===== src/design/prt_pkg.sv =====
// Package for the patch revision tracker: register addresses, field layout and types.
package prt_pkg;

    // ==========================================================
    // Register addresses
    localparam logic [31:0] PRT_SIGNATURE_ADDR = 32'h0000_008B;
    localparam logic [31:0] PRT_TRIGGER_ADDR   = 32'h0000_0079;

    // ==========================================================
    // Field layout and reset values
    localparam int          PRT_REV_LSB        = 32;
    localparam int          PRT_REV_W          = 32;
    localparam logic [63:0] PRT_SIGNATURE_RST  = 64'h0000_0000_0000_0000;
    localparam logic [31:0] PRT_REV_NONE       = 32'h0000_0000;
    localparam logic [3:0]  PRT_ALIGN_MASK     = 4'hF;
    localparam int          PRT_THREADS        = 2;

    // ==========================================================
    // Carrier types
    typedef struct packed {
        logic        valid;
        logic        write;
        logic [31:0] addr;
        logic [63:0] wdata;
    } prt_reg_req_t;

    typedef struct packed {
        logic        valid;
        logic [63:0] address;
        logic [31:0] revision;
    } prt_load_t;

    typedef enum logic [2:0] {
        PRT_IDLE   = 3'b001,
        PRT_LOAD   = 3'b010,
        PRT_REPORT = 3'b100
    } prt_state_t;

endpackage


===== src/design/prt_tracker.sv =====
// Per-core patch revision tracker with signature register and load trigger.
`timescale 1ns/1ps

module prt_tracker
    import prt_pkg::*;
(
    input  wire logic                   clock,          // Core clock, 125 MHz.
    input  wire logic                   reset_n,        // Hard reset, asynchronous, active low.
    input  wire logic                   soft_init,      // Soft init pulse from the core.
    input  wire prt_reg_req_t           reg_req [PRT_THREADS], // Register access per thread.
    input  wire logic [PRT_THREADS-1:0] identify_exec,  // Identify instruction retired, per thread.
    input  wire logic [31:0]            update_revision, // Header revision of the update being loaded.
    output logic [63:0]                 read_data_q,    // Register read data.
    output logic                        read_valid_q,   // Read data valid pulse.
    output logic                        patch_active_q, // A patch is active in this core.
    output logic [31:0]                 active_revision_q, // Revision of the active patch.
    output logic                        load_reject_q   // Misaligned trigger rejected pulse.
);

    // ==========================================================
    // Thread arbitration
    // Lowest-numbered thread wins; firmware is expected to serialize anyway.
    function automatic int unsigned prt_pick(input logic [PRT_THREADS-1:0] req);
        int unsigned idx;
        idx = 0;
        for (int i = PRT_THREADS - 1; i >= 0; i--)
        begin
            if (req[i])
            begin
                idx = unsigned'(i);
            end
        end
        return idx;
    endfunction

    // Address decode shared by the write path, the read path and the checks.
    function automatic logic prt_is_signature(input logic [31:0] addr);
        return addr == PRT_SIGNATURE_ADDR;
    endfunction

    function automatic logic prt_is_trigger(input logic [31:0] addr);
        return addr == PRT_TRIGGER_ADDR;
    endfunction

    logic [PRT_THREADS-1:0] req_valid;
    genvar g;
    generate
        for (g = 0; g < PRT_THREADS; g++)
        begin : gen_req
            assign req_valid[g] = reg_req[g].valid;
        end
    endgenerate

    prt_reg_req_t sel_req;
    logic         any_req;
    always_comb
    begin
        any_req = |req_valid;
        sel_req = reg_req[prt_pick(req_valid)];
    end

    logic wr_sig;
    logic wr_trig;
    logic rd_any;
    logic trig_aligned;
    assign wr_sig       = any_req && sel_req.write && prt_is_signature(sel_req.addr);
    assign wr_trig      = any_req && sel_req.write && prt_is_trigger(sel_req.addr);
    assign rd_any       = any_req && !sel_req.write;
    assign trig_aligned = (sel_req.wdata[3:0] & PRT_ALIGN_MASK) == 4'h0;

    // ==========================================================
    // Load sequencer
    prt_state_t state_q;
    prt_load_t  load_q;
    // A trigger that arrives while a load is under way is dropped, not queued.
    // Firmware serializes its loads, so a queue would only cost area.

    always_ff @(posedge clock or negedge reset_n)
    begin
        if (!reset_n)
        begin
            state_q <= PRT_IDLE;
        end
        else
        begin
            unique case (state_q)
                PRT_IDLE:
                begin
                    if (wr_trig && trig_aligned)
                    begin
                        state_q <= PRT_LOAD;
                    end
                end
                PRT_LOAD:
                begin
                    state_q <= PRT_REPORT;
                end
                PRT_REPORT:
                begin
                    state_q <= PRT_IDLE;
                end
            endcase
        end
    end

    always_ff @(posedge clock or negedge reset_n)
    begin
        if (!reset_n)
        begin
            load_q <= '0;
        end
        // The header revision is captured in the trigger cycle.
        // That is the only cycle in which the image is known to stand behind the address.
        else if (state_q == PRT_IDLE && wr_trig && trig_aligned)
        begin
            load_q.valid    <= 1'b1;
            load_q.address  <= sel_req.wdata;
            load_q.revision <= update_revision;
        end
        else if (state_q == PRT_REPORT)
        begin
            load_q.valid <= 1'b0;
        end
    end

    always_ff @(posedge clock or negedge reset_n)
    begin
        if (!reset_n)
        begin
            load_reject_q <= 1'b0;
        end
        else
        begin
            load_reject_q <= wr_trig && !trig_aligned;
        end
    end

    // ==========================================================
    // Active patch state
    // private per-core state
    always_ff @(posedge clock or negedge reset_n)
    begin
        if (!reset_n)
        begin
            patch_active_q    <= 1'b0;
            active_revision_q <= PRT_REV_NONE;
        end
        else if (state_q == PRT_LOAD)
        begin
            patch_active_q    <= 1'b1;
            active_revision_q <= load_q.revision;
        end
    end

    // ==========================================================
    // Signature register
    logic [63:0] signature_q;
    logic        identify_any;
    assign identify_any = |identify_exec;

    always_ff @(posedge clock or negedge reset_n)
    begin
        if (!reset_n)
        begin
            signature_q <= PRT_SIGNATURE_RST;
        end
        else if (identify_any && patch_active_q)
        begin
            signature_q[PRT_REV_LSB +: PRT_REV_W] <= active_revision_q;
        end
        else if (wr_sig)
        begin
            signature_q <= sel_req.wdata;
        end
    end

    // ==========================================================
    // Read path
    always_ff @(posedge clock or negedge reset_n)
    begin
        if (!reset_n)
        begin
            read_data_q  <= 64'h0000_0000_0000_0000;
            read_valid_q <= 1'b0;
        end
        else
        begin
            read_valid_q <= rd_any;
            // read has no side effect
            // Unmapped addresses and the write-only trigger read as zero.
            read_data_q  <= (rd_any && prt_is_signature(sel_req.addr)) ? signature_q : 64'h0000_0000_0000_0000;
        end
    end

    // ==========================================================
    // Checks
    // unpatched means zero revision
    unpatched_zero_a: assert property (@(posedge clock) disable iff (!reset_n)
        !patch_active_q |-> active_revision_q == PRT_REV_NONE)
        else $error("Unpatched core carries a non-zero revision.");

    identify_deposit_a: assert property (@(posedge clock) disable iff (!reset_n)
        (identify_any && patch_active_q) |=> signature_q[63:32] == $past(active_revision_q))
        else $error("Identify did not deposit the active revision.");

    no_patch_hold_a: assert property (@(posedge clock) disable iff (!reset_n)
        (identify_any && !patch_active_q && !wr_sig) |=> $stable(signature_q))
        else $error("Signature changed with no active patch.");

    load_revision_a: assert property (@(posedge clock) disable iff (!reset_n)
        (state_q == PRT_IDLE && wr_trig && trig_aligned) |-> ##2 active_revision_q == $past(update_revision, 2))
        else $error("Active revision differs from loaded header.");

    soft_init_keep_a: assert property (@(posedge clock) disable iff (!reset_n)
        (soft_init && patch_active_q && state_q != PRT_LOAD) |=> patch_active_q && $stable(active_revision_q))
        else $error("Soft init disturbed the active patch.");

    read_keep_a: assert property (@(posedge clock) disable iff (!reset_n)
        (rd_any && state_q == PRT_IDLE) |=> $stable(patch_active_q) && $stable(active_revision_q))
        else $error("Signature read disturbed the patch.");

    misalign_reject_a: assert property (@(posedge clock) disable iff (!reset_n)
        (wr_trig && !trig_aligned && state_q == PRT_IDLE) |=> state_q == PRT_IDLE && load_reject_q)
        else $error("Misaligned trigger was not rejected.");

    reload_same_a: assert property (@(posedge clock) disable iff (!reset_n)
        (state_q == PRT_LOAD && patch_active_q && load_q.revision == active_revision_q)
        |=> patch_active_q && $stable(active_revision_q))
        else $error("Repeated load changed core state.");

    read_layout_a: assert property (@(posedge clock) disable iff (!reset_n)
        (rd_any && sel_req.addr == PRT_SIGNATURE_ADDR) |=> read_valid_q && read_data_q == $past(signature_q))
        else $error("Signature read returned wrong data.");

    // ==========================================================
    // Sequencer, reset and register path checks

    load_pending_a: assert property (@(posedge clock) disable iff (!reset_n)
        state_q == PRT_LOAD |-> load_q.valid)
        else $error("Load state entered without a pending load.");

    load_aligned_a: assert property (@(posedge clock) disable iff (!reset_n)
        state_q == PRT_LOAD |-> load_q.address[3:0] == 4'h0)
        else $error("Misaligned image reached the loader.");

    // Reset release is checked without the disable so the cleared state is seen at the first edge.
    reset_clear_a: assert property (@(posedge clock)
        $rose(reset_n) |-> !patch_active_q && active_revision_q == PRT_REV_NONE
        && signature_q == PRT_SIGNATURE_RST)
        else $error("Hard reset left patch state behind.");

    patch_sticky_a: assert property (@(posedge clock) disable iff (!reset_n)
        patch_active_q |=> patch_active_q)
        else $error("Active patch dropped without a hard reset.");

    load_start_a: assert property (@(posedge clock) disable iff (!reset_n)
        (state_q == PRT_IDLE && wr_trig && trig_aligned) |=> state_q == PRT_LOAD)
        else $error("Aligned trigger did not start a load.");

    load_finish_a: assert property (@(posedge clock) disable iff (!reset_n)
        state_q == PRT_LOAD |=> patch_active_q && active_revision_q == $past(load_q.revision))
        else $error("Load did not activate the captured revision.");

    state_onehot_a: assert property (@(posedge clock) disable iff (!reset_n)
        $onehot(state_q))
        else $error("Load sequencer left its one-hot codes.");

    read_pulse_a: assert property (@(posedge clock) disable iff (!reset_n)
        rd_any |=> read_valid_q)
        else $error("Read request got no valid pulse.");

    idle_read_a: assert property (@(posedge clock) disable iff (!reset_n)
        !rd_any |=> !read_valid_q)
        else $error("Read valid pulsed without a request.");

    trigger_zero_a: assert property (@(posedge clock) disable iff (!reset_n)
        (rd_any && prt_is_trigger(sel_req.addr)) |=> read_data_q == 64'h0000_0000_0000_0000)
        else $error("Trigger address read returned data.");

    sig_write_a: assert property (@(posedge clock) disable iff (!reset_n)
        (wr_sig && !(identify_any && patch_active_q)) |=> signature_q == $past(sel_req.wdata))
        else $error("Signature write was not stored as written.");

    low_half_keep_a: assert property (@(posedge clock) disable iff (!reset_n)
        (identify_any && patch_active_q) |=> signature_q[31:0] == $past(signature_q[31:0]))
        else $error("Identify disturbed the reserved low half.");

    reject_cause_a: assert property (@(posedge clock) disable iff (!reset_n)
        load_reject_q |-> $past(wr_trig && !trig_aligned))
        else $error("Reject pulse without a misaligned trigger.");

endmodule


===== config.mk =====
export PLATFORM = sky130hd
export DESIGN_NAME = prt_tracker
export DESIGN_NICKNAME = d
export VERILOG_FILES = /design/src/design/prt_pkg.sv /design/src/design/prt_tracker.sv
export SDC_FILE = /design/constraint.sdc
export NUM_CORES = 1
export LEC_CHECK = 0
export ABC_AREA = 1
export BUFFER_PORTS_ARGS = -buffer_cell sky130_fd_sc_hd__buf_4
export CAP_MARGIN = 15
export CORE_UTILIZATION = 45
export DETAILED_ROUTE_END_ITERATION = 10
export GPL_ROUTABILITY_DRIVEN = 0
export GPL_TIMING_DRIVEN = 0
export PLACE_DENSITY = 0.74
export SLEW_MARGIN = 20
export SYNTH_ARGS = -nofsm -noshare
export SYNTH_HDL_FRONTEND = slang
export SYNTH_SLANG_ARGS = --single-unit

===== constraint.sdc =====
create_clock -name clock -period 2.3 [get_ports clock]
set_input_delay 0.23 -clock clock [delete_from_list [all_inputs] [get_ports clock]]
set_output_delay 0.23 -clock clock [all_outputs]
set_load 0.03 [all_outputs]

; ---- Word level (Yosys, flattened, before mapping)
; Cells that the tools add are included.
[word_totals]
regBits = 198
in_bits = 233
[classes]
order_cmp = 1
n_eq_ne = 6
n_mux = 10
bitwise_logic = 2
n_reduce_logical = 17
[ops]
columns = operator, n
row1 = $mux 97, 3
row2 = $mux 64, 2
row3 = $ge 33x2->1 const B, 1
row4 = $not 32->33, 1
row5 = $eq 32x7->1 const B, 1
row6 = $eq 32x8->1 const B, 1
row7 = $mux 32, 1
row8 = $logic_and 1x1->1, 10
row9 = $pmux 3 s3, 1
row10 = $logic_not 4->1, 1
row11 = $reduce_or 2->1, 2
row12 = $eq 3x1->1 const B, 1
row13 = $eq 3x2->1 const B, 1
row14 = $eq 3x3->1 const B, 1
row15 = $mux 3, 1
row16 = $logic_not 1->1, 2
row17 = $mux 1, 2
row18 = $ne 2x2->1 const B, 1
row19 = $reduce_and 2->1, 1
row20 = $reduce_bool 2->1, 1
row21 = $not 1->1, 1

; ---- Longest topological paths before layout
; Gate-level depths: netlist of run 1.
[depth]
depth_word = 11
ltp_mapped = 14

; ---- Worst setup path before layout of run 1
; No wires, ideal clock.
[synth_path]
path_type = in2reg
startpoint = input port reg_req[195] in the netlist's numbering
endpoint = register load_q[23] in the netlist's numbering
setup_ps = 117
arrival_ps = 1540
path_slack_ps = 643
cell_stages = 10
cell_sequence = inv_2 -> nand2_2 -> buf_2 -> o21ai_1 -> nand2_1 -> nor3_2 -> nand3_2 -> buf_6 -> nand2_1 -> nand2_1
[synth_between]
elab_chain_len = 9
elab_cells_between_ends = 12
cone_classes = eq/ne (1) / mux (4) / bitwise (1) / reduce/logical (6)
[synth_rtl]
columns = element, line
row1 = from (decl), prt_tracker.sv:10  ; input wire prt_reg_req_t reg_req [PRT_THREADS],
row2 = $mux 1, prt_tracker.sv:28  ; if (req[i])
row3 = $not 32->33 (implied by the code), prt_tracker.sv:59  ; sel_req = reg_req[prt_pick(req_valid)];
row4 = $mux 97 (implied by the code) (3 in a row), prt_tracker.sv:59
row5 = $eq 32x7->1 or $logic_and 1x1->1 (tied branches), "prt_tracker.sv:42, prt_tracker.sv:67"
row6 = $logic_and 1x1->1, prt_tracker.sv:67  ; assign wr_trig = any_req && sel_req.write && prt_is_trigger(sel_req.addr);
row7 = $logic_and 1x1->1, prt_tracker.sv:114  ; else if (state_q == PRT_IDLE && wr_trig && trig_aligned)
row8 = $logic_and 1x1->1 (*), prt_tracker.sv:114
row9 = to (decl), prt_tracker.sv:74  ; prt_load_t load_q;
; Every way passes the cells marked *; elsewhere a longest branch is shown, timed or not. The select of a mux whose other input is x is not followed.
; A chain may end at the register's enable or synchronous reset.

; ---- Final worst setup path of run 1
[layout_path]
startpoint = register state_q[0]
endpoint = register load_q[27] in the netlist's numbering
[layout_between]
elab_chain_len = 3
[layout_rtl]
columns = element, line
row1 = from (decl), prt_tracker.sv:73  ; prt_state_t state_q;
row2 = from (signal assigned), prt_tracker.sv:82  ; state_q <= PRT_IDLE;
row3 = from (signal assigned), prt_tracker.sv:91  ; state_q <= PRT_LOAD;
row4 = from (signal assigned), prt_tracker.sv:96  ; state_q <= PRT_REPORT;
row5 = $eq 3x1->1, prt_tracker.sv:114
row6 = $logic_and 1x1->1 (2 in a row), prt_tracker.sv:114
; Every way passes these cells.

==> results.sh, run 1 <==
export IMPL_status="finished clean"
export IMPL_timing_critical_path_buf_inv=2
export IMPL_core_area_um2=19460
export IMPL_grt_start_max_net_pins=95
export IMPL_clk_latency_ns=0.43
export IMPL_rsz0062_at_grt="no"
export IMPL_tritoncts="built"
export IMPL_ir_drop_mv=0.5359
export IMPL_r2r_start="state_q[0]$_DFFE_PN1P_"
export IMPL_start_util_pct=46.02
export IMPL_period_needed_ns=2.063
export IMPL_hold_viol=0
export IMPL_cap_viol_max_count=0
export IMPL_port_buffers=330
export IMPL_slew_headroom_pct=36.49
export IMPL_critical_path_arrival_ns=2.43
export IMPL_critPathLaunchType="flip-flop"
export IMPL_power_leakage_nw=6.771
export IMPL_drc=0
export IMPL_wl_um=26100
export IMPL_cts_made_buffers=17
export IMPL_syn_inst=1135
export IMPL_cp_endpoint="load_q[27]$_DFFE_PN0P_"
export IMPL_crit_family="simple AND/OR/NAND/NOR gates"
export IMPL_crit_path_start="state_q[0]$_DFFE_PN1P_"
export IMPL_post_drt_via_cell_ratio=4.774
export IMPL_firstDrtPassIters=5
export IMPL_die_width_um=143.1
export IMPL_area_delta_synth_final_pct=38.67
export IMPL_r2r_setup_slack_ns=0.24
export IMPL_worstHoldPathType="in2reg"
export IMPL_drv_slew=0
export IMPL_final_cell_area_um2=12420
export IMPL_drive_above_1_share_pct=27.82
export IMPL_fin_crit_sh_pct=89.68
export IMPL_clk_path_buf_depth=2
export IMPL_crit_type="reg2reg"
export IMPL_route_antenna_remaining_nets=0
export IMPL_synth_nets=1368
export IMPL_grt_pass1_vias=8038
export IMPL_yosys_warnings=0
export IMPL_power_density_nw_per_um2=569.9
export IMPL_worst_slew_pin_slew_ns=0.9454
export IMPL_drt_iter0_drc=548
export IMPL_yosys_register_bits=198
export IMPL_final_cells=1764
export IMPL_ys_types=26
export IMPL_n_antenna_cell=0
export IMPL_avgRoutedWirePerCell_um=14.79
export IMPL_setup_viol=0
export IMPL_crit_path_max_fanout=10
export IMPL_crit_path_max_incr_delay_ns=0.73
export IMPL_die_area_um2=20470
export IMPL_htree_levels=4
export IMPL_fmax_ghz=0.4848
export IMPL_antenna_found_initial=0
export IMPL_critPathCaptureType="flip-flop"
export IMPL_cp_depth=5
export IMPL_hpwlAfterDp_um=20290
export IMPL_grt_pass1_wl_um=40970
export IMPL_final_nets=1720
export IMPL_clock_sinks=198
export IMPL_vias=8422
export IMPL_clk_pin_slew_ns=0.08
export IMPL_place_inst=1732
export IMPL_r2r_end="load_q[27]$_DFFE_PN0P_"
export IMPL_row_count=51
export IMPL_cp_slowest_cell="nor3_1"
export IMPL_cts_resized=0
export IMPL_clock_skew_ns=0.008438
export IMPL_utilization_pct=63.81
export IMPL_ioPinCount=332
export IMPL_reg2regPathDepth=5
export IMPL_yosysSeqAreaShare_pct=55.34
export IMPL_worst_endpoint_required_ns=2.67
export IMPL_cts_root_buffer="clkbuf_16"
export IMPL_place_area_um2=11830
export IMPL_grtUsageTotal_pct=26.47
export IMPL_synth_cell_area_um2=8956
export IMPL_cp_cell_sequence="inv_1 -> nor3_1 -> clkbuf_1 -> nand4_1 -> nand2_1"
export IMPL_syn_avg_cell_area_um2=7.891
export IMPL_finalSetupTns_ns=0
export IMPL_total_power_mw=7.078
export IMPL_dieHeight_um=143.1
export IMPL_overflow=0
[worst min-delay path by stage]
stage / depth (start not counted) / from / endpoint
finish: 3 / update_revision[13] / load_q[13]$_DFFE_PN0P_
global route: 3 / update_revision[17] / load_q[17]$_DFFE_PN0P_
CTS: 3 / update_revision[13] / load_q[13]$_DFFE_PN0P_
detailed placement: 1 / reset_n / read_data_q[17]$_DFF_PN0_
global placement: 2 / load_q[6]$_DFFE_PN0P_ / load_q[6]$_DFFE_PN0P_
floorplan: 0 / reset_n / active_revision_q[0]$_DFFE_PN0P_
[layout make-up]
class,count,area (um^2)
Buffer,64,304.0
Tap cell,265,331.6
Clock inverter,13,142.6
Multi-Input combinational cell,752,3242
Timing Repair Buffer,333,2550
Clock buffer,18,439.2
Inverter,121,454.2
Fill cell,1714,7043
Sequential cell,198,4956
[through the flow]
| step | hold WS (ns) | setup slack [ns] |
|---|---|---|
| CTS | 0.02444 | 0.2609 |
| global placement | 0.4541 | -0.2776 |
| finish | 0.03471 | 0.2375 |
| detailed placement | 0.1205 | -0.1802 |
| floorplan | -0.06559 | 0.6428 |
| global route | 0.04502 | 0.07906 |
[cells by family after synthesis]
group	Yosys count	synth area share [%]
AOI/OAI and AO/OA	41	2.836
buffers and inverters	185	8.466
and+or+nand+nor	711	33.36
DFF	198	55.34
[cell usage in the layout (no fill, tap or decap), drive strengths merged]
cell | synthesis | routed
buf | 37 | 369
dfrtp | 197 | 197
bufinv | 0 | 1
clkbuf | 27 | 45
nand4 | 64 | 64
nand2 | 455 | 455
nand3 | 78 | 78
clkinvlp | 0 | 4
clkinv | 0 | 2
a21oi | 4 | 4
inv | 121 | 127
nand3b | 1 | 1
or2 | 1 | 1
dlygate4sd3 | 0 | 1
nor2 | 108 | 108
nor3 | 4 | 4
dfstp | 1 | 1
o21ai | 37 | 37
[routing by layer]
layer  vias up  track usage (%)  wire length (um)
li1       4220                -                 -
met1      3893            32.61             10840
met2       265            45.75             12940
met3        44            5.097              1586
met4         0            10.24               731
met5         -                0                 0
[tightest hold or removal path, delay by kind of cell]
kind	cells	cell delay [ns]
buffers and inverters	1	0.08
and+or+nand+nor	2	0.13
[Yosys cell counts]
cell type,n,area [um^2]
a21oi_1,3,15.01
a21oi_4,1,16.27
buf_1,7,26.28
buf_2,24,120.1
buf_4,3,22.52
buf_6,3,33.78
clkbuf_1,27,101.4
dfrtp_1,197,4930
dfstp_2,1,26.28
inv_1,118,442.9
inv_2,3,11.26
nand2_1,453,1700
nand2_2,2,12.51
nand3_1,76,380.4
nand3_2,1,10.01
nand3_4,1,17.52
nand3b_1,1,7.510
nand4_1,64,400.4
nor2_1,105,394.1
nor2_4,3,33.78
nor3_1,3,15.01
nor3_2,1,10.01
o21ai_0,1,5.000
o21ai_1,26,130.1
o21ai_2,10,87.58
or2_2,1,6.260
[state kept, by name (all words and copies together) (netlist names)]
register and cells:
read_data_q 64, signature_q 64, active_revision_q 32, load_q 32, state_q 3, load_reject_q 1
patch_active_q 1, read_valid_q 1
[power by group]
group / switching [mW] / internal (mW) / total (mW)
Sequential: 0.000436 / 3.48 / 3.48
Combinational: 0.349 / 0.339 / 0.689
Clock: 1.35 / 1.55 / 2.91
[repair_timing]
action                                  4_1_cts  5_1_grt
hold endpoints to repair                     38        0
buffers inserted                              0        0
endpoints found under the setup margin        0        0
hold buffers                                  1        0
Power figures use the tool's default switching activity.
==> run 2, diff against run 1 <==
--- a/config.mk
+++ b/config.mk
@@ -8,11 +8,14 @@
 export ABC_AREA = 1
 export BUFFER_PORTS_ARGS = -buffer_cell sky130_fd_sc_hd__buf_4
 export CAP_MARGIN = 15
-export CORE_UTILIZATION = 45
+export CELL_PAD_IN_SITES_DETAIL_PLACEMENT = 0
+export CELL_PAD_IN_SITES_GLOBAL_PLACEMENT = 2
+export CORE_ASPECT_RATIO = 1.75
+export CORE_UTILIZATION = 27
 export DETAILED_ROUTE_END_ITERATION = 10
 export GPL_ROUTABILITY_DRIVEN = 0
 export GPL_TIMING_DRIVEN = 0
-export PLACE_DENSITY = 0.74
+export PLACE_DENSITY_LB_ADDON = 0.1
 export SLEW_MARGIN = 20
 export SYNTH_ARGS = -nofsm -noshare
 export SYNTH_HDL_FRONTEND = slang
==> run 2 against run 1 <==
Net effect:
- die area increased by 66%
- highest routed layer unchanged
- worst hold slack got worse by 0.0091 ns
- sequential power about the same
- final area increased by 1.7%
- largest cell class unchanged
- clock-buffer cell count unchanged
==> results.sh, run 2 (same netlist as run 1, synthesis figures left out) <==
export IMPL_drive_above_1_share_pct=27.69
export IMPL_overflow=0
export IMPL_power_density_nw_per_um2=558.1
export IMPL_clk_path_buf_depth=2
export IMPL_firstDrtPassIters=4
export IMPL_critPathLaunchType="input pin"
export IMPL_clk_latency_ns=0.45
export IMPL_r2r_start="state_q[0]$_DFFE_PN1P_"
export IMPL_tritoncts="built"
export IMPL_area_delta_synth_final_pct=41.03
export IMPL_row_count=87
export IMPL_avgRoutedWirePerCell_um=15.80
export IMPL_post_drt_via_cell_ratio=4.269
export IMPL_clk_pin_slew_ns=0.08
export IMPL_ioPinCount=332
export IMPL_grtUsageTotal_pct=18.50
export IMPL_ir_drop_mv=0.5227
export IMPL_holdPathEnd="load_q[5]$_DFFE_PN0P_"
export IMPL_n_antenna_cell=0
export IMPL_r2r_end="load_q[11]$_DFFE_PN0P_"
export IMPL_die_width_um=139.7
export IMPL_drv_slew=0
export IMPL_hpwlAfterDp_um=24260
export IMPL_setup_viol=0
export IMPL_period_needed_ns=2.131
export IMPL_rsz0062_at_grt="no"
export IMPL_power_leakage_nw=6.796
export IMPL_cts_made_buffers=17
export IMPL_status="finished clean"
export IMPL_layout_commonest_cell="nand2_1"
export IMPL_grt_pass1_wl_um=47290
export IMPL_vias=8136
export IMPL_slew_headroom_pct=48.98
export IMPL_final_nets=1727
export IMPL_drt_iter0_drc=269
export IMPL_antenna_found_initial=0
export IMPL_cap_viol_max_count=0
export IMPL_drc=0
export IMPL_critPathCaptureType="flip-flop"
export IMPL_pre_cts_slack_ns=-0.5113
export IMPL_finalHoldWorstSlack_ns=0.02556
export IMPL_cts_setup_buffers=0
export IMPL_final_cell_mix="nand2_1 (453), buf_4 (332), dfrtp_1 (197)"
export IMPL_die_area_um2=33930
export IMPL_top_regs="read_data_q (64), signature_q (64)"
export IMPL_reg2regPathDepth=5
export IMPL_r2r_setup_slack_ns=0.21
export IMPL_grt_pass1_vias=8422
export IMPL_core_area_um2=32440
export IMPL_worstHoldPathType="in2reg"
export IMPL_fillCellCount=3501
export IMPL_crit_path_max_fanout=10
export IMPL_htree_levels=4
export IMPL_fin_crit_sh_pct=92.66
export IMPL_fmax_ghz=0.4692
export IMPL_start_util_pct=27.61
export IMPL_timing_final_ws_setup_ns=0.1689
export IMPL_min_from="update_revision[5]"
export IMPL_clock_skew_ns=0.01332
export IMPL_route_antenna_remaining_nets=0
export IMPL_worst_endpoint_required_ns=2.64
export IMPL_worst_slew_pin_slew_ns=0.7573
export IMPL_worstHoldPathCells=3
export IMPL_critical_path_arrival_ns=2.47
export IMPL_clock_sinks=198
export IMPL_cts_root_buffer="clkbuf_16"
export IMPL_dieHeight_um=242.9
export IMPL_grt_start_max_net_pins=83
export IMPL_crit_type="in2reg"
export IMPL_hold_viol=0
export IMPL_wl_um=30120
export IMPL_port_buffers=330
run 2: cell types whose count changed in the layout (fill, tap and decap cells not counted), sizes merged:
| cell | before | now |
|---|---|---|
| inv | 127 | 128 |
| dlygate4sd3 | 1 | 8 |
| clkinv | 2 | 5 |
| bufinv | 1 | 0 |
| clkinvlp | 4 | 1 |
run 2: cell type report:
cell class / count / area (um^2) / area share [%]
plain buffers: 64 / 304.0 / 2.407
clock buffers: 18 / 429.2 / 3.398
clock inverters: 13 / 113.9 / 0.9014
inverters: 121 / 454.2 / 3.596
multi-input cells: 752 / 3253 / 25.76
flip-flops and latches: 198 / 4956 / 39.24
well taps: 400 / 500.5 / 3.962
repair buffers: 340 / 2620 / 20.74
run 2: repair_timing:
item / 4_1_cts / 5_1_grt
endpoints found under the hold margin: 60 / 0
gates resized for setup: 1 / 0
endpoints found under the setup margin: 28 / 0
hold buffers: 8 / 0
run 2: routing by layer:
metal / GRT usage [%] / share of wire [%] / up-vias
li1: - / - / 4234
met1: 19.92 / 39 / 3663
met2: 35.04 / 54 / 209
met3: 3.886 / 4.6 / 30
met4: 6.723 / 2.5 / 0
met5: 0 / 0 / -
run 2: report_power, final:
part	leakage, nW	total [mW]	switching, mW	internal [mW]
Clock	0.266	2.86	1.45	1.42
Sequential	2.76	3.48	0.000503	3.48
Combinational	3.77	0.706	0.359	0.347
Total	6.80	7.05	1.81	5.24
run 2: worst max path at each step:
stage / startpoint / to / slack (ns) / depth (start not counted)
2_1_floorplan: reg_req[195] / load_q[23]$_DFFE_PN0P_ / 0.64 / 10
3_3_place_gp: reset_n / load_q[17]$_DFFE_PN0P_ / -0.49 / 1
3_5_place_dp: reg_req[195] / load_q[12]$_DFFE_PN0P_ / -0.51 / 11
4_1_cts: state_q[0]$_DFFE_PN1P_ / load_q[11]$_DFFE_PN0P_ / 0.15 / 5
5_1_grt: patch_active_q$_DFFE_PN0P_ / signature_q[41]$_DFFE_PN0P_ / 0.06 / 5
6_report: reg_req[195] / load_q[11]$_DFFE_PN0P_ / 0.17 / 11
run 2: stage by stage:
| step | instances | power, mW | cell area, um^2 | utilization (%) | TNS (ns) |
|---|---|---|---|---|---|
| 2_1_floorplan | 1135 | 3.771 | 8956 | - | 0 |
| 3_3_place_gp | 1865 | 4.243 | 11930 | 36.79 | -112.16 |
| 3_5_place_dp | 1867 | 4.260 | 12000 | 37.00 | -20.50 |
| 4_1_cts | 1906 | 7.178 | 12630 | 38.94 | 0 |
| 5_1_grt | 1906 | 7.380 | 12630 | 38.94 | 0 |
| 6_report | 1906 | 7.050 | 12630 | 38.94 | 0 |
run 2: critical path: stages:
cell and delay [ns]:
buf_4 0.13, inv_2 0.09, nand2_2 0.08, buf_2 0.26, o21ai_1 0.32, nand2_1 0.17
nor3_4 0.51, nand3_2 0.32, buf_6 0.23, nand2_1 0.06, nand2_1 0.05
==> run 3, diff against run 2 <==
--- a/config.mk
+++ b/config.mk
@@ -11,11 +11,11 @@
 export CELL_PAD_IN_SITES_DETAIL_PLACEMENT = 0
 export CELL_PAD_IN_SITES_GLOBAL_PLACEMENT = 2
 export CORE_ASPECT_RATIO = 1.75
-export CORE_UTILIZATION = 27
+export CORE_UTILIZATION = 25
 export DETAILED_ROUTE_END_ITERATION = 10
 export GPL_ROUTABILITY_DRIVEN = 0
 export GPL_TIMING_DRIVEN = 0
-export PLACE_DENSITY_LB_ADDON = 0.1
+export PLACE_DENSITY_LB_ADDON = 0.08
 export SLEW_MARGIN = 20
 export SYNTH_ARGS = -nofsm -noshare
 export SYNTH_HDL_FRONTEND = slang
==> constraint.sdc (replaced) <==
create_clock -name clock -period 2.3 [get_ports clock]
set_input_delay 0.23 -clock clock [delete_from_list [all_inputs] [get_ports clock]]
set_output_delay 0.23 -clock clock [all_outputs]
set_load 0.05 [all_outputs]
==> run 3 against run 2 <==
Net effect:
- clock skew grew 0.0036 ns
- largest cell class unchanged
- power is 2.0% higher
- worst hold slack worse by 0.0063 ns
- critical path type is now reg2reg
- flip-flop and latch count unchanged
- register-to-register slack about the same
- routed wire length up 2.6%
- critical path depth down 6
- maximum frequency is 2.0% higher
- combinational power is 2% higher
- final area rose by 1.6%
- non-clock buffer count grew 8
- via count is 1.0% higher
==> results.sh, run 3 (same netlist as run 1, synthesis figures left out) <==
export IMPL_ir_drop_mv=0.5058
export IMPL_avgRoutedWirePerCell_um=15.60
export IMPL_critPathCaptureType="flip-flop"
export IMPL_crit_path_max_incr_delay_ns=0.53
export IMPL_power_leakage_nw=6.853
export IMPL_die_width_um=145.1
export IMPL_status="finished clean"
export IMPL_rsz0062_at_grt="no"
export IMPL_reg2regPathDepth=5
export IMPL_layout_commonest_cell="nand2_1"
export IMPL_power_density_nw_per_um2=560.2
export IMPL_cts_made_buffers=17
export IMPL_grtUsageTotal_pct=17.35
export IMPL_hpwlAfterDp_um=24770
export IMPL_r2r_start="state_q[0]$_DFFE_PN1P_"
export IMPL_final_cell_area_um2=12840
export IMPL_worst_endpoint_required_ns=2.69
export IMPL_slew_headroom_pct=43.35
export IMPL_port_buffers=330
export IMPL_final_cell_mix="nand2_1 (453), buf_4 (332), dfrtp_1 (197)"
export IMPL_worstHoldPathType="in2reg"
export IMPL_timing_final_ws_setup_ns=0.2106
export IMPL_firstDrtPassIters=4
export IMPL_utilization_pct=36.37
export IMPL_grt_pass1_wl_um=47770
export IMPL_fmax_ghz=0.4786
export IMPL_cp_cell_sequence="inv_1 -> nor3_2 -> clkbuf_1 -> nand4_1 -> nand2_1"
export IMPL_setup_viol=0
export IMPL_critical_path_arrival_ns=2.47
export IMPL_period_needed_ns=2.089
export IMPL_cts_root_buffer="clkbuf_16"
export IMPL_n_antenna_cell=0
export IMPL_worst_slew_pin_slew_ns=0.8408
export IMPL_drt_iter0_drc=247
export IMPL_crit_path_start="state_q[0]$_DFFE_PN1P_"
export IMPL_drive_above_1_share_pct=27.66
export IMPL_hold_viol=0
export IMPL_clk_path_buf_depth=2
export IMPL_area_delta_synth_final_pct=43.32
export IMPL_overflow=0
export IMPL_htree_levels=4
export IMPL_crit_path_max_fanout=10
export IMPL_total_power_mw=7.191
export IMPL_top_regs="read_data_q (64), signature_q (64)"
export IMPL_crit_family="simple AND/OR/NAND/NOR gates"
export IMPL_clk_pin_slew_ns=0.09
export IMPL_final_nets=1735
export IMPL_pre_cts_slack_ns=-0.5524
export IMPL_vias=8221
export IMPL_drv_slew=0
export IMPL_cp_depth=5
export IMPL_start_util_pct=25.37
export IMPL_die_area_um2=36610
export IMPL_wl_um=30900
export IMPL_row_count=91
export IMPL_fin_crit_sh_pct=90.84
export IMPL_crit_type="reg2reg"
export IMPL_critPathLaunchType="flip-flop"
export IMPL_clock_skew_ns=0.01690
export IMPL_grt_start_max_net_pins=81
export IMPL_ioPinCount=332
export IMPL_place_area_um2=12080
export IMPL_dieHeight_um=252.4
export IMPL_r2r_end="load_q[11]$_DFFE_PN0P_"
export IMPL_antenna_found_initial=0
export IMPL_drc=0
export IMPL_r2r_setup_slack_ns=0.21
export IMPL_tritoncts="built"
export IMPL_route_antenna_remaining_nets=0
export IMPL_cp_endpoint="load_q[11]$_DFFE_PN0P_"
export IMPL_timing_critical_path_buf_inv=2
export IMPL_cp_slowest_cell="nor3_2"
export IMPL_post_drt_via_cell_ratio=4.152
export IMPL_clock_sinks=198
export IMPL_core_area_um2=35300
export IMPL_grt_pass1_vias=8400
export IMPL_cap_viol_max_count=0
export IMPL_clk_latency_ns=0.46
[run 3: final cells by class]
cell class                 instances  area, um^2
buffer                            64       304.0
clock buffer                      17       425.4
clock inverter                    15       161.4
fill                            3911       22460
inverter                         121       454.2
multi-input combinational        752        3253
sequential                       198        4956
tap                              465       581.8
timing repair buffer             348        2700
[run 3: per-layer routing]
metal / global-route usage [%] / up-vias / wire, um
met5: 0 / - / 0
met1: 19.00 / 3727 / 12080
li1: - / 4256 / -
met4: 6.045 / 0 / 662
met2: 32.71 / 209 / 16780
met3: 3.646 / 29 / 1370
[run 3: through the flow]
step / hold slack, ns / setup TNS, ns / std cells
4_1_cts: 0.0007900 / 0 / 1980
5_1_grt: 0.008999 / 0 / 1980
3_3_place_gp: 0.4558 / -133.73 / 1930
3_5_place_dp: 0.1625 / -27.16 / 1932
6_report: 0.01930 / 0 / 1980
2_1_floorplan: -0.06559 / 0 / 1135
[run 3: report_power, final]
| part | switching, mW | internal (mW) |
|---|---|---|
| Sequential | 0.000628 | 3.48 |
| Clock | 1.54 | 1.45 |
| Combinational | 0.364 | 0.356 |
| Total | 1.90 | 5.29 |
[run 3: worst min path at each step]
stage / startpoint / to / slack (ns) / cells past startpoint
2_1_floorplan: reset_n / active_revision_q[0]$_DFFE_PN0P_ / -0.07 / 0
3_3_place_gp: load_q[18]$_DFFE_PN0P_ / load_q[18]$_DFFE_PN0P_ / 0.46 / 2
3_5_place_dp: reset_n / signature_q[23]$_DFFE_PN0P_ / 0.16 / 1
4_1_cts: update_revision[22] / load_q[22]$_DFFE_PN0P_ / 0.0008 / 3
5_1_grt: update_revision[22] / load_q[22]$_DFFE_PN0P_ / 0.009 / 3
6_report: update_revision[12] / load_q[12]$_DFFE_PN0P_ / 0.02 / 3
[run 3: tightest hold or removal path: cells and delay by family]
kind / cells / cell delay (ns)
buf+inv: 1 / 0.08
simple gates: 2 / 0.15
[run 3: what timing repair did]
action,4_1_cts,5_1_grt
hold endpoints to repair,60,0
gates resized for setup,1,0
buffers inserted,0,0
hold buffers,16,0
endpoints found under the setup margin,30,0
